--- config.mk ---
export PLATFORM = sky130hd
export DESIGN_NAME = asp_top
export DESIGN_NICKNAME = d
export VERILOG_FILES = /design/src/rtl/asp_pkg.sv /design/src/rtl/asp_buf2.sv /design/src/rtl/asp_top.sv
export SDC_FILE = /design/constraint.sdc
export NUM_CORES = 1
export LEC_CHECK = 0
export BUFFER_PORTS_ARGS = -buffer_cell sky130_fd_sc_hd__buf_2
export CAP_MARGIN = 20
export CORE_MARGIN = 1.5
export CORE_UTILIZATION = 40
export CTS_CLUSTER_SIZE = 25
export DETAILED_ROUTE_END_ITERATION = 10
export GPL_TIMING_DRIVEN = 0
export SETUP_SLACK_MARGIN = 0.05
export SYNTH_ARGS = -nofsm -noshare
export SYNTH_HDL_FRONTEND = slang
export SYNTH_SLANG_ARGS = --single-unit
export TNS_END_PERCENT = 10
--- constraint.sdc ---
create_clock -name clk_sys -period 13 [get_ports clk_sys]
set_input_delay 2.6 -clock clk_sys [delete_from_list [all_inputs] [get_ports clk_sys]]
set_output_delay 2.6 -clock clk_sys [all_outputs]
set_load 0.005 [all_outputs]
--- src/rtl/asp_pkg.sv ---
// Constants shared by the converter serial port and calibration sequencer
// Summary of operation
// - System offset mode: convert input, store zero-point, ready after 4 periods
// - Positive span mode: convert input, store positive span, ready after 4 periods
// - Negative span mode: convert input, store negative span, ready after 4 periods
// - Offset/internal gain: offset, then span updates every 3 periods, ready 3 later
// - System gain: negative span, reversed input to positive span, ready 1 later
// - Five 24-bit registers: result read-only, control and three calibrations
// - Byte addressed, multi-byte, selectable bit and byte order, any start
// - Two-wire uses the data line both ways; three-wire reads on output line
// - Clock-mode pin low: serial clock is a host input, transfers follow it
// - Clock-mode pin high: drive serial clock at oscillator/8, stall only high
// - Self clock: first edge 29 cycles after select, 8 rising edges, 27-cycle stall
// - Byte stall gives 32 cycles rise to rise; select sampling adds one
// - External clock: inactive select freezes the port, transfer later resumes
// - External clock read: outputs released as soon as select goes inactive
// - Self clock: started byte always completes; inactive select then stalls
// - Transfer paused at byte boundary resumes remaining bytes first
// - Self clocked read drives to last bit; stall release within one cycle
// - Three-bit mode field: conversion, self, offset, spans, offset/gain, gain
// - Ready low on result update, high after a complete result read
package asp_pkg;
  localparam int DW = 24;
  // Control register field layout
  localparam int CR_MSB_N_BIT = 1;
  localparam int CR_BD_BIT = 2;
  localparam int CR_3WIRE_BIT = 3;
  localparam int CR_MODE_LSB = 20;
  localparam logic [23:0] CR_RESET = 24'h00_0000;
  localparam logic [23:0] ZERO_RESET = 24'h00_0000;
  localparam logic [23:0] SPAN_RESET = 24'h80_0000;
  // Instruction byte fields
  localparam int IN_RW_BIT = 7;
  localparam int IN_MB_LSB = 5;
  localparam int IN_FSC_BIT = 4;
  localparam int IN_REG_LSB = 2;
  localparam logic [1:0] REG_RESULT = 2'h0;
  localparam logic [1:0] REG_CTRL = 2'h1;
  localparam logic [1:0] REG_ZERO = 2'h2;
  localparam logic [1:0] REG_SPAN = 2'h3;
  // Operating mode codes
  localparam logic [2:0] MD_CONV = 3'h0;
  localparam logic [2:0] MD_SELF = 3'h1;
  localparam logic [2:0] MD_SYS_OFF = 3'h2;
  localparam logic [2:0] MD_SYS_POS = 3'h3;
  localparam logic [2:0] MD_SYS_NEG = 3'h4;
  localparam logic [2:0] MD_OFF_IGAIN = 3'h5;
  localparam logic [2:0] MD_SYS_GAIN = 3'h6;
  // Conversion period counts
  localparam logic [2:0] PER_SINGLE = 3'h4;
  localparam logic [2:0] PER_STEP = 3'h3;
  localparam logic [2:0] PER_GAIN_END = 3'h1;
  localparam logic [2:0] PER_SETTLE = 3'h3;
  // Self clock timing in oscillator cycles
  localparam logic [5:0] SC_START_LAST = 6'h1C;
  localparam logic [5:0] SC_BYTE_LAST = 6'h3C;
  localparam logic [5:0] SC_STALL_LAST = 6'h1A;
  localparam logic [2:0] SC_FALL_PH = 3'h0;
  localparam logic [2:0] SC_RISE_PH = 3'h4;
  typedef enum logic [1:0] {G_IDLE = 2'b00, G_START = 2'b01,
    G_BYTE = 2'b11, G_STALL = 2'b10} asp_gen_t;
  typedef enum logic [2:0] {SQ_RUN = 3'b000, SQ_OFF = 3'b001,
    SQ_POS = 3'b011, SQ_NEG = 3'b010, SQ_WAIT = 3'b110} asp_seq_t;
endpackage : asp_pkg

--- src/rtl/asp_buf2.sv ---
// Two-entry valid/ready buffer for filter results
`timescale 1ns/1ps
module asp_buf2 #(
  parameter int W = 24
) (
  input wire logic clk_sys,
  input wire logic rst,
  input wire logic in_valid,
  output logic in_ready,
  input wire logic [W-1:0] in_data,
  output logic out_valid,
  input wire logic out_ready,
  output logic [W-1:0] out_data
);
  logic [W-1:0] mem_q [2];
  logic [W-1:0] mem_d [2];
  logic [1:0] cnt_q, cnt_d;
  logic rp_q, rp_d, wp_q, wp_d;
  logic push, pop;

  assign in_ready = (cnt_q != 2'd2);
  assign out_valid = (cnt_q != 2'd0);
  assign out_data = mem_q[rp_q];
  assign push = in_valid && in_ready;
  assign pop = out_valid && out_ready;

  always_comb
  begin
    mem_d = mem_q;
    rp_d = rp_q ^ pop;
    wp_d = wp_q ^ push;
    cnt_d = cnt_q + {1'b0, push} - {1'b0, pop};
    if (push)
    begin
      mem_d[wp_q] = in_data;
    end
  end

  always_ff @(posedge clk_sys or posedge rst)
  begin
    if (rst)
    begin
      mem_q[0] <= '0;
      mem_q[1] <= '0;
      cnt_q <= 2'd0;
      rp_q <= 1'b0;
      wp_q <= 1'b0;
    end
    else
    begin
      mem_q <= mem_d;
      cnt_q <= cnt_d;
      rp_q <= rp_d;
      wp_q <= wp_d;
    end
  end
endmodule : asp_buf2

--- src/rtl/asp_top.sv ---
// Serial port, self clock generator and calibration sequencer
`timescale 1ns/1ps
module asp_top
  import asp_pkg::*;
(
  input wire logic clk_sys,
  input wire logic rst,
  input wire logic clk_mode_pin,
  input wire logic cs_n,
  input wire logic sclk_i,
  output logic sclk_o,
  output logic sclk_oe_n,
  input wire logic sdio_i,
  output logic sdio_o,
  output logic sdio_oe_n,
  output logic serial_output_line,
  output logic serial_output_line_oe_n,
  output logic result_ready_n,
  input wire logic conv_done,
  input wire logic [DW-1:0] conv_data,
  output logic conv_ready,
  output logic [2:0] op_mode_select,
  output logic ain_short,
  output logic ref_switch_in,
  output logic ref_reverse,
  output logic input_reverse
);
  // Pin synchronisers: stage one feeds stage two only
  logic [1:0] mode_m, cs_m, sclk_m, sdi_m;
  logic mode_s, cs_s_n, sclk_s, sdi_s, sclk_p;
  always_ff @(posedge clk_sys or posedge rst)
  begin
    if (rst)
    begin
      mode_m <= 2'b00;
      cs_m <= 2'b11;
      sclk_m <= 2'b11;
      sdi_m <= 2'b00;
      sclk_p <= 1'b1;
    end
    else
    begin
      mode_m <= {mode_m[0], clk_mode_pin};
      cs_m <= {cs_m[0], cs_n};
      sclk_m <= {sclk_m[0], sclk_i};
      sdi_m <= {sdi_m[0], sdio_i};
      sclk_p <= sclk_s;
    end
  end
  assign mode_s = mode_m[1];
  assign cs_s_n = cs_m[1];
  assign sclk_s = sclk_m[1];
  assign sdi_s = sdi_m[1];
  logic cs_act;
  assign cs_act = !cs_s_n;

  // Self clock generator
  asp_gen_t gst_q, gst_d;
  logic [5:0] gcnt_q, gcnt_d;
  logic sck_q, sck_d;
  logic rise_g, fall_g, rise_e, fall_e, rise, fall;
  always_comb
  begin
    gst_d = gst_q;
    gcnt_d = gcnt_q + 6'd1;
    sck_d = sck_q;
    if (fall_g)
    begin
      sck_d = 1'b0;
    end
    if (rise_g)
    begin
      sck_d = 1'b1;
    end
    unique case (gst_q)
      G_IDLE:
      begin
        gcnt_d = 6'd0;
        if (mode_s && cs_act)
        begin
          gst_d = G_START;
        end
      end
      G_START:
      begin
        if (gcnt_q == SC_START_LAST)
        begin
          gst_d = G_BYTE;
          gcnt_d = 6'd0;
        end
      end
      G_BYTE:
      begin
        if (gcnt_q == SC_BYTE_LAST)
        begin
          gst_d = G_STALL;
          gcnt_d = 6'd0;
        end
      end
      G_STALL:
      begin
        if (gcnt_q == SC_STALL_LAST)
        begin
          gst_d = cs_act ? G_BYTE : G_IDLE;
          gcnt_d = 6'd0;
        end
      end
    endcase
    if (!mode_s)
    begin
      gst_d = G_IDLE;
      sck_d = 1'b1;
    end
  end
  always_ff @(posedge clk_sys or posedge rst)
  begin
    if (rst)
    begin
      gst_q <= G_IDLE;
      gcnt_q <= 6'd0;
      sck_q <= 1'b1;
    end
    else
    begin
      gst_q <= gst_d;
      gcnt_q <= gcnt_d;
      sck_q <= sck_d;
    end
  end
  assign fall_g = (gst_q == G_BYTE) && (gcnt_q[2:0] == SC_FALL_PH);
  assign rise_g = (gst_q == G_BYTE) && (gcnt_q[2:0] == SC_RISE_PH);
  assign sclk_o = sck_q;
  assign sclk_oe_n = !mode_s;
  // host edges count only while selected
  assign rise_e = !mode_s && cs_act && sclk_s && !sclk_p;
  assign fall_e = !mode_s && cs_act && !sclk_s && sclk_p;
  assign rise = rise_e || rise_g;
  assign fall = fall_e || fall_g;

  // five 24-bit registers, serial engine state
  logic [DW-1:0] res_q, res_d, cr_q, cr_d, zero_q, zero_d;
  logic [DW-1:0] pos_q, pos_d, neg_q, neg_d;
  logic [7:0] instr_q, instr_d, rx_q, rx_d, tx_q, tx_d;
  logic [2:0] bit_q, bit_d;
  logic [1:0] left_q, left_d, byte_q, byte_d;
  logic ph_q, ph_d, rdy_q, rdy_d;
  asp_seq_t sq_q, sq_d;
  logic [2:0] per_q, per_d, md;
  logic msb_first, asc, rd_phase, rd_res, take, ready_set;
  logic [7:0] rx_new;
  logic [DW-1:0] buf_data;
  logic buf_valid;

  assign md = cr_q[CR_MODE_LSB +: 3];
  assign msb_first = !cr_q[CR_MSB_N_BIT];
  assign asc = cr_q[CR_BD_BIT];
  assign rd_phase = ph_q && !instr_q[IN_RW_BIT];
  assign rd_res = rd_phase && (instr_q[IN_REG_LSB +: 2] == REG_RESULT);
  assign rx_new = msb_first ? {rx_q[6:0], sdi_s} : {sdi_s, rx_q[7:1]};
  // Result stays steady while the host is reading it
  assign take = buf_valid && !rd_res;

  function automatic logic [7:0] pick(input logic [DW-1:0] w,
                                      input logic [1:0] i);
    pick = (i == 2'd3) ? 8'h00 : w[i*8 +: 8];
  endfunction : pick

  function automatic logic [7:0] rd_byte(input logic [7:0] ins,
    input logic [1:0] i, input logic [DW-1:0] r, input logic [DW-1:0] c,
    input logic [DW-1:0] z, input logic [DW-1:0] p, input logic [DW-1:0] n);
    unique case (ins[IN_REG_LSB +: 2])
      REG_RESULT: rd_byte = pick(r, i);
      REG_CTRL: rd_byte = pick(c, i);
      REG_ZERO: rd_byte = pick(z, i);
      REG_SPAN: rd_byte = pick(ins[IN_FSC_BIT] ? n : p, i);
    endcase
  endfunction : rd_byte

  always_comb
  begin
    logic [7:0] ins;
    logic [1:0] nb;
    logic [2:0] tgt;
    logic done;
    ins = ph_q ? instr_q : rx_new;
    nb = asc ? byte_q + 2'd1 : byte_q - 2'd1;
    tgt = PER_STEP;
    done = 1'b0;
    {res_d, cr_d, zero_d, pos_d, neg_d} = {res_q, cr_q, zero_q, pos_q, neg_q};
    {instr_d, rx_d, tx_d, bit_d} = {instr_q, rx_q, tx_q, bit_q};
    {left_d, byte_d, ph_d, per_d} = {left_q, byte_q, ph_q, per_q};
    sq_d = sq_q;
    ready_set = 1'b0;
    rdy_d = rdy_q;
    // phase and byte count kept across deselect
    if (fall && bit_q != 3'd0)
    begin
      tx_d = msb_first ? {tx_q[6:0], 1'b0} : {1'b0, tx_q[7:1]};
    end
    if (rise)
    begin
      rx_d = rx_new;
      bit_d = bit_q + 3'd1;
      if (bit_q == 3'd7 && !ph_q)
      begin
        instr_d = rx_new;
        ph_d = 1'b1;
        left_d = rx_new[IN_MB_LSB +: 2];
        byte_d = rx_new[1:0];
        tx_d = rd_byte(ins, rx_new[1:0], res_q, cr_q, zero_q, pos_q, neg_q);
      end
      else if (bit_q == 3'd7)
      begin
        if (instr_q[IN_RW_BIT])
        begin
          unique case (instr_q[IN_REG_LSB +: 2])
            REG_RESULT: ;
            REG_CTRL: cr_d[byte_q*8 +: 8] = rx_new;
            REG_ZERO: zero_d[byte_q*8 +: 8] = rx_new;
            REG_SPAN:
            begin
              if (instr_q[IN_FSC_BIT])
              begin
                neg_d[byte_q*8 +: 8] = rx_new;
              end
              else
              begin
                pos_d[byte_q*8 +: 8] = rx_new;
              end
            end
          endcase
          if (instr_q[IN_REG_LSB +: 2] == REG_CTRL && byte_q == 2'd2)
          begin
            per_d = 3'd0;
            unique case (rx_new[CR_MODE_LSB - 16 +: 3])
              MD_SELF, MD_SYS_OFF, MD_OFF_IGAIN: sq_d = SQ_OFF;
              MD_SYS_POS: sq_d = SQ_POS;
              MD_SYS_NEG, MD_SYS_GAIN: sq_d = SQ_NEG;
              default: sq_d = SQ_RUN;
            endcase
          end
        end
        if (left_q == 2'd0)
        begin
          ph_d = 1'b0;
          if (rd_res)
          begin
            rdy_d = 1'b0;
          end
        end
        else
        begin
          left_d = left_q - 2'd1;
          byte_d = nb;
          tx_d = rd_byte(instr_q, nb, res_q, cr_q, zero_q, pos_q, neg_q);
        end
      end
    end
    if (take)
    begin
      per_d = (per_q == 3'd7) ? per_q : per_q + 3'd1;
      unique case (sq_q)
        SQ_RUN: tgt = PER_SETTLE;
        SQ_OFF: tgt = (md == MD_SYS_OFF) ? PER_SINGLE : PER_STEP;
        SQ_POS: tgt = (md == MD_SYS_POS) ? PER_SINGLE : PER_STEP;
        SQ_NEG: tgt = (md == MD_SYS_NEG) ? PER_SINGLE : PER_STEP;
        SQ_WAIT: tgt = (md == MD_SYS_GAIN) ? PER_GAIN_END : PER_STEP;
      endcase
      if (per_q + 3'd1 >= tgt)
      begin
        per_d = 3'd0;
        unique case (sq_q)
          SQ_RUN:
          begin
            per_d = per_q;
            done = 1'b1;
          end
          SQ_OFF:
          begin
            zero_d = buf_data;
            done = (md == MD_SYS_OFF);
            sq_d = SQ_POS;
          end
          SQ_POS:
          begin
            pos_d = buf_data;
            done = (md == MD_SYS_POS);
            sq_d = (md == MD_SYS_GAIN) ? SQ_WAIT : SQ_NEG;
          end
          SQ_NEG:
          begin
            neg_d = buf_data;
            done = (md == MD_SYS_NEG);
            sq_d = (md == MD_SYS_GAIN) ? SQ_POS : SQ_WAIT;
          end
          SQ_WAIT: done = 1'b1;
        endcase
        if (done)
        begin
          res_d = buf_data;
          ready_set = 1'b1;
          cr_d[CR_MODE_LSB +: 3] = MD_CONV;
          sq_d = SQ_RUN;
          per_d = (sq_q == SQ_RUN) ? per_q : 3'd0;
        end
      end
    end
    if (ready_set)
    begin
      rdy_d = 1'b1;
    end
  end

  always_ff @(posedge clk_sys or posedge rst)
  begin
    if (rst)
    begin
      res_q <= '0;
      cr_q <= CR_RESET;
      zero_q <= ZERO_RESET;
      pos_q <= SPAN_RESET;
      neg_q <= SPAN_RESET;
      instr_q <= 8'h00;
      rx_q <= 8'h00;
      tx_q <= 8'h00;
      bit_q <= 3'd0;
      left_q <= 2'd0;
      byte_q <= 2'd0;
      ph_q <= 1'b0;
      rdy_q <= 1'b0;
      sq_q <= SQ_RUN;
      per_q <= 3'd0;
    end
    else
    begin
      {res_q, cr_q, zero_q, pos_q, neg_q} <= {res_d, cr_d, zero_d, pos_d, neg_d};
      {instr_q, rx_q, tx_q, bit_q} <= {instr_d, rx_d, tx_d, bit_d};
      {left_q, byte_q, ph_q, per_q} <= {left_d, byte_d, ph_d, per_d};
      sq_q <= sq_d;
      rdy_q <= rdy_d;
    end
  end

  asp_buf2 #(.W(DW)) u_buf (
    .clk_sys(clk_sys),
    .rst(rst),
    .in_valid(conv_done),
    .in_ready(conv_ready),
    .in_data(conv_data),
    .out_valid(buf_valid),
    .out_ready(!rd_res),
    .out_data(buf_data)
  );

  // drive only while reading and selected or mid-byte
  logic drive, tx_bit;
  assign drive = rd_phase && (cs_act || (mode_s && gst_q == G_BYTE));
  assign tx_bit = msb_first ? tx_q[7] : tx_q[0];
  assign sdio_o = tx_bit;
  assign sdio_oe_n = !(drive && !cr_q[CR_3WIRE_BIT]);
  assign serial_output_line = tx_bit;
  assign serial_output_line_oe_n = !(drive && cr_q[CR_3WIRE_BIT]);
  assign result_ready_n = !rdy_q;
  assign op_mode_select = md;
  assign ain_short = (md == MD_SELF) && (sq_q == SQ_OFF);
  assign ref_switch_in = (md == MD_SELF || md == MD_OFF_IGAIN) &&
                         (sq_q == SQ_POS || sq_q == SQ_NEG);
  assign ref_reverse = ref_switch_in && (sq_q == SQ_NEG);
  assign input_reverse = (md == MD_SYS_GAIN) && (sq_q == SQ_POS);

  property p_sclk_dir;
    @(posedge clk_sys) disable iff (rst) !mode_s |-> sclk_oe_n && sclk_o;
  endproperty
  a_sclk_dir: assert property (p_sclk_dir) else $error("sclk dir");
  property p_start;
    @(posedge clk_sys) disable iff (rst)
      (gst_q == G_START && gcnt_q == SC_START_LAST && mode_s) |=> fall_g;
  endproperty
  a_start: assert property (p_start) else $error("start delay");
  property p_stall;
    @(posedge clk_sys) disable iff (rst) gst_q == G_STALL |-> sclk_o;
  endproperty
  a_stall: assert property (p_stall) else $error("stall low");
  property p_byte;
    @(posedge clk_sys) disable iff (rst)
      (gst_q == G_BYTE && gcnt_q < SC_BYTE_LAST && mode_s) |=> gst_q == G_BYTE;
  endproperty
  a_byte: assert property (p_byte) else $error("byte cut");
  property p_release;
    @(posedge clk_sys) disable iff (rst)
      (!mode_s && !cs_act) |-> sdio_oe_n && serial_output_line_oe_n;
  endproperty
  a_release: assert property (p_release) else $error("no release");
  property p_ready;
    @(posedge clk_sys) disable iff (rst) ready_set |=> !result_ready_n;
  endproperty
  a_ready: assert property (p_ready) else $error("ready late");
  property p_offset;
    @(posedge clk_sys) disable iff (rst)
      (take && sq_q == SQ_OFF && md == MD_SYS_OFF && per_q == 3'd3)
      |=> zero_q == $past(buf_data) && !result_ready_n;
  endproperty
  a_offset: assert property (p_offset) else $error("offset cal");
  property p_freeze;
    @(posedge clk_sys) disable iff (rst)
      (!mode_s && !cs_act && !rise_g) |=> $stable(bit_q);
  endproperty
  a_freeze: assert property (p_freeze) else $error("not frozen");
  property p_wire;
    @(posedge clk_sys) disable iff (rst)
      cr_q[CR_3WIRE_BIT] |-> sdio_oe_n;
  endproperty
  a_wire: assert property (p_wire) else $error("3-wire sdio");
endmodule : asp_top

==> metrics.txt <==
hold_buf cts=0; max cap viols=0; GR Overflow Total=0; #FFs+latches synth=225; Area after DPL=13600 um^2; Comb power frac=0.384; Pleak=about 0.0062 uW; num rows=65; Reg power frac=0.336; Wirelength per Cell=25.4 um; Port Buf Inserts=45; Final Hold Fails=0; status=finished, final reports clean; Post-Syn Area=12800 um^2; TritonCTS clock tree=built; root buf cell=clkbuf_16; fin nets=about 1400; Post-DRT Antenna Nets=0; Routed WL=45200 um; post-DR vias/cell=approximately 6.0; Worst Setup Path Type=flip-flop to output pin; clk buf depth=3; Fmax=0.191 GHz; hold depth=0; CP arrival=roughly 2.7 ns; post-synthesis sequential area ratio=0.441; Finished Layout Cells=1778; Detailed Place HPWL=34300 um; R2R depth=13; Post-synth EDFFs=0; Yosys warning count=0; Worst setup SP type=flip-flop; PwrDens=201 nW/um^2; P_int=1800 uW; RSZ-0062 raised after global routing=no; I/O pin count=46; CP Max Fanout=10; FILL cells=3068; Synth Flop Type=dfrtp_1; antenna cells=0; die width=between 150 and 200 um; routed via count=10682; Setup violations, final=0; maximum VDD drop=179 uV; Resize count post-CTS=0; Core Area=31500 um^2; Worst Max-Slew Pin Slew=0.986 ns; syn nets=between 1000 and 1500; die span in y=182 um; H-tree Lvls=1; syn avg cell area=10.0 um^2; clock sink total=225; clock network fraction of design power=0.280; initial antenna violation count=0; global-route wire length before repair=67400 um; Tcrit/Tclk final=0.404; Final GP Congestion=1.02; crit end category=output pin; gate count of the mapped netlist=1278; Worst Clk Skew=0.0131 ns; final instance area=14500 um^2; Worst-path clk slew=0.05 ns; initial core utilization=0.406; largest net degree at the start of global routing=127; DRC viols=0; count of different cell masters after synthesis=74; Final Worst Setup Slack=7.75 ns; Die ar.=roughly 33000 um^2; number of global-route vias before repair=10386; sw frac=0.382; CTS Buf Count=27; dpl cells=1728; CP required=about 10 ns; Synth async-reset ratio=1.00; Initial DRC Count=1114; total power=2910 uW; max-slew violation count=0; GRT Util Overall=0.274; Worst slew margin=0.324; min Tclk post-route=5.25 ns; final setup TNS=0 ns; clock latency at the later pin of the worst-skew pair=0.56 ns; pre-CTS WS=around 8 ns; area grow syn2layout=13.7%; post-CTS setup buffers=0; Initial DRT Pass Iterations=5; P_sw=about 1100 uW; layout cells sized above 1=0.225; Hold WC Path Type=flip-flop to flip-flop
[area by class of cell]
class                      instances  area (um^2)  share of cell area
buffer                            90          384              0.0264
clock buffer                      36          779              0.0537
clock inverter                    14          194              0.0133
inverter                          24         97.6             0.00672
multi-input combinational        939         6660               0.459
sequential                       225         5640               0.388
tap                              402          503              0.0346
timing repair buffer              48          268              0.0184
[Yosys cell counts (all sizes together), types with 8 or more instances]
cell type	count	area share
nor3	11	0.0051
ha	20	0.020
buf	32	0.013
o211ai	8	0.0047
o22ai	21	0.011
xnor2	8	0.0055
o21ai	94	0.037
clkbuf	58	0.017
nand2	160	0.048
nor2	85	0.025
a21oi	92	0.036
dfstp	8	0.016
a32o	12	0.0094
and3	8	0.0039
nand2b	10	0.0049
o221ai	13	0.0089
dfrtp	217	0.42
mux2i	100	0.079
a22oi	27	0.016
mux2	150	0.13
nand3	19	0.0074
inv	23	0.0068
[metrics by stage]
step,hold slack [ns],util
2_1_floorplan,0.331,-
3_3_place_gp,0.337,0.429
3_5_place_dp,0.336,0.431
4_1_cts,0.349,0.462
5_1_grt,0.354,0.462
6_report,0.345,0.462
[per-layer routing]
metal | vias to the layer above | global-route usage | share of wire
li1 | 4795 | - | -
met1 | 5355 | 0.388 | 0.45
met2 | 419 | 0.428 | 0.45
met3 | 113 | 0.0377 | 0.066
met4 | 0 | 0.104 | 0.042
met5 | - | 0 | 0
[final timing paths]
check,start,endpoint,slack [ns]
worst max-delay path,cr_q[1],serial_output_line,7.75
max in group asynchronous,rst,per_q[2],9.74
worst min-delay path,sdi_m[0],sdi_m[1],0.34
worst max register to register,cr_q[21],pos_q[17],8.87
worst min register to register,sdi_m[0],sdi_m[1],0.34
min in group asynchronous,rst,u_buf.mem_q[38],2.15
[cells in the final DEF, fill, tap and decap left out, drive strengths merged, types with 13 or more instances in the layout]
cell type  instances
buf               80
o21ai             94
mux2             150
a22oi             27
dfrtp            217
nand3             19
inv               25
a21oi             92
clkbuf            94
nor2              85
o22ai             21
ha                20
o221ai            13
nand2            160
mux2i            100
[critical path: stages, from the launching register on]
cell and delay [ns]:
dfrtp_1 0.36, buf_2 0.26, buf_2 0.32, buf_1 0.49, mux2_2 0.41, buf_4 0.13
buf_2 0.11
[power by group through the flow]
| stage | clock [uW] | combinational (uW) | sequential (uW) |
|---|---|---|---|
| finish | 816 | 1120 | 979 |
| global route | 857 | 1190 | 995 |
| detailed placement | 0 | 1090 | 988 |
| global placement | 0 | 1080 | 983 |
| floorplan | 0 | 754 | 943 |
| CTS | 831 | 1100 | 977 |
[sequential cells by signal (all words and copies together) (netlist names), 4 cells and up]
name / cells
pos_q: 24
rx_q: 8
neg_q: 24
cr_q: 24
tx_q: 8
res_q: 24
instr_q: 4
gcnt_q: 6
u_buf.mem_q: 48
zero_q: 24
[cells by family after synthesis]
| family | after synthesis | synth area share |
|---|---|---|
| and+or+nand+nor | 330 | 0.118 |
| AOI/OAI and AO/OA | 328 | 0.166 |
| muxes | 250 | 0.211 |
| DFF | 225 | 0.441 |
| buffers and inverters | 114 | 0.0371 |
| adders and majority gates | 20 | 0.0196 |
| xor gates and xnor gates | 11 | 0.00754 |
(Power assumes the default switching activity.)
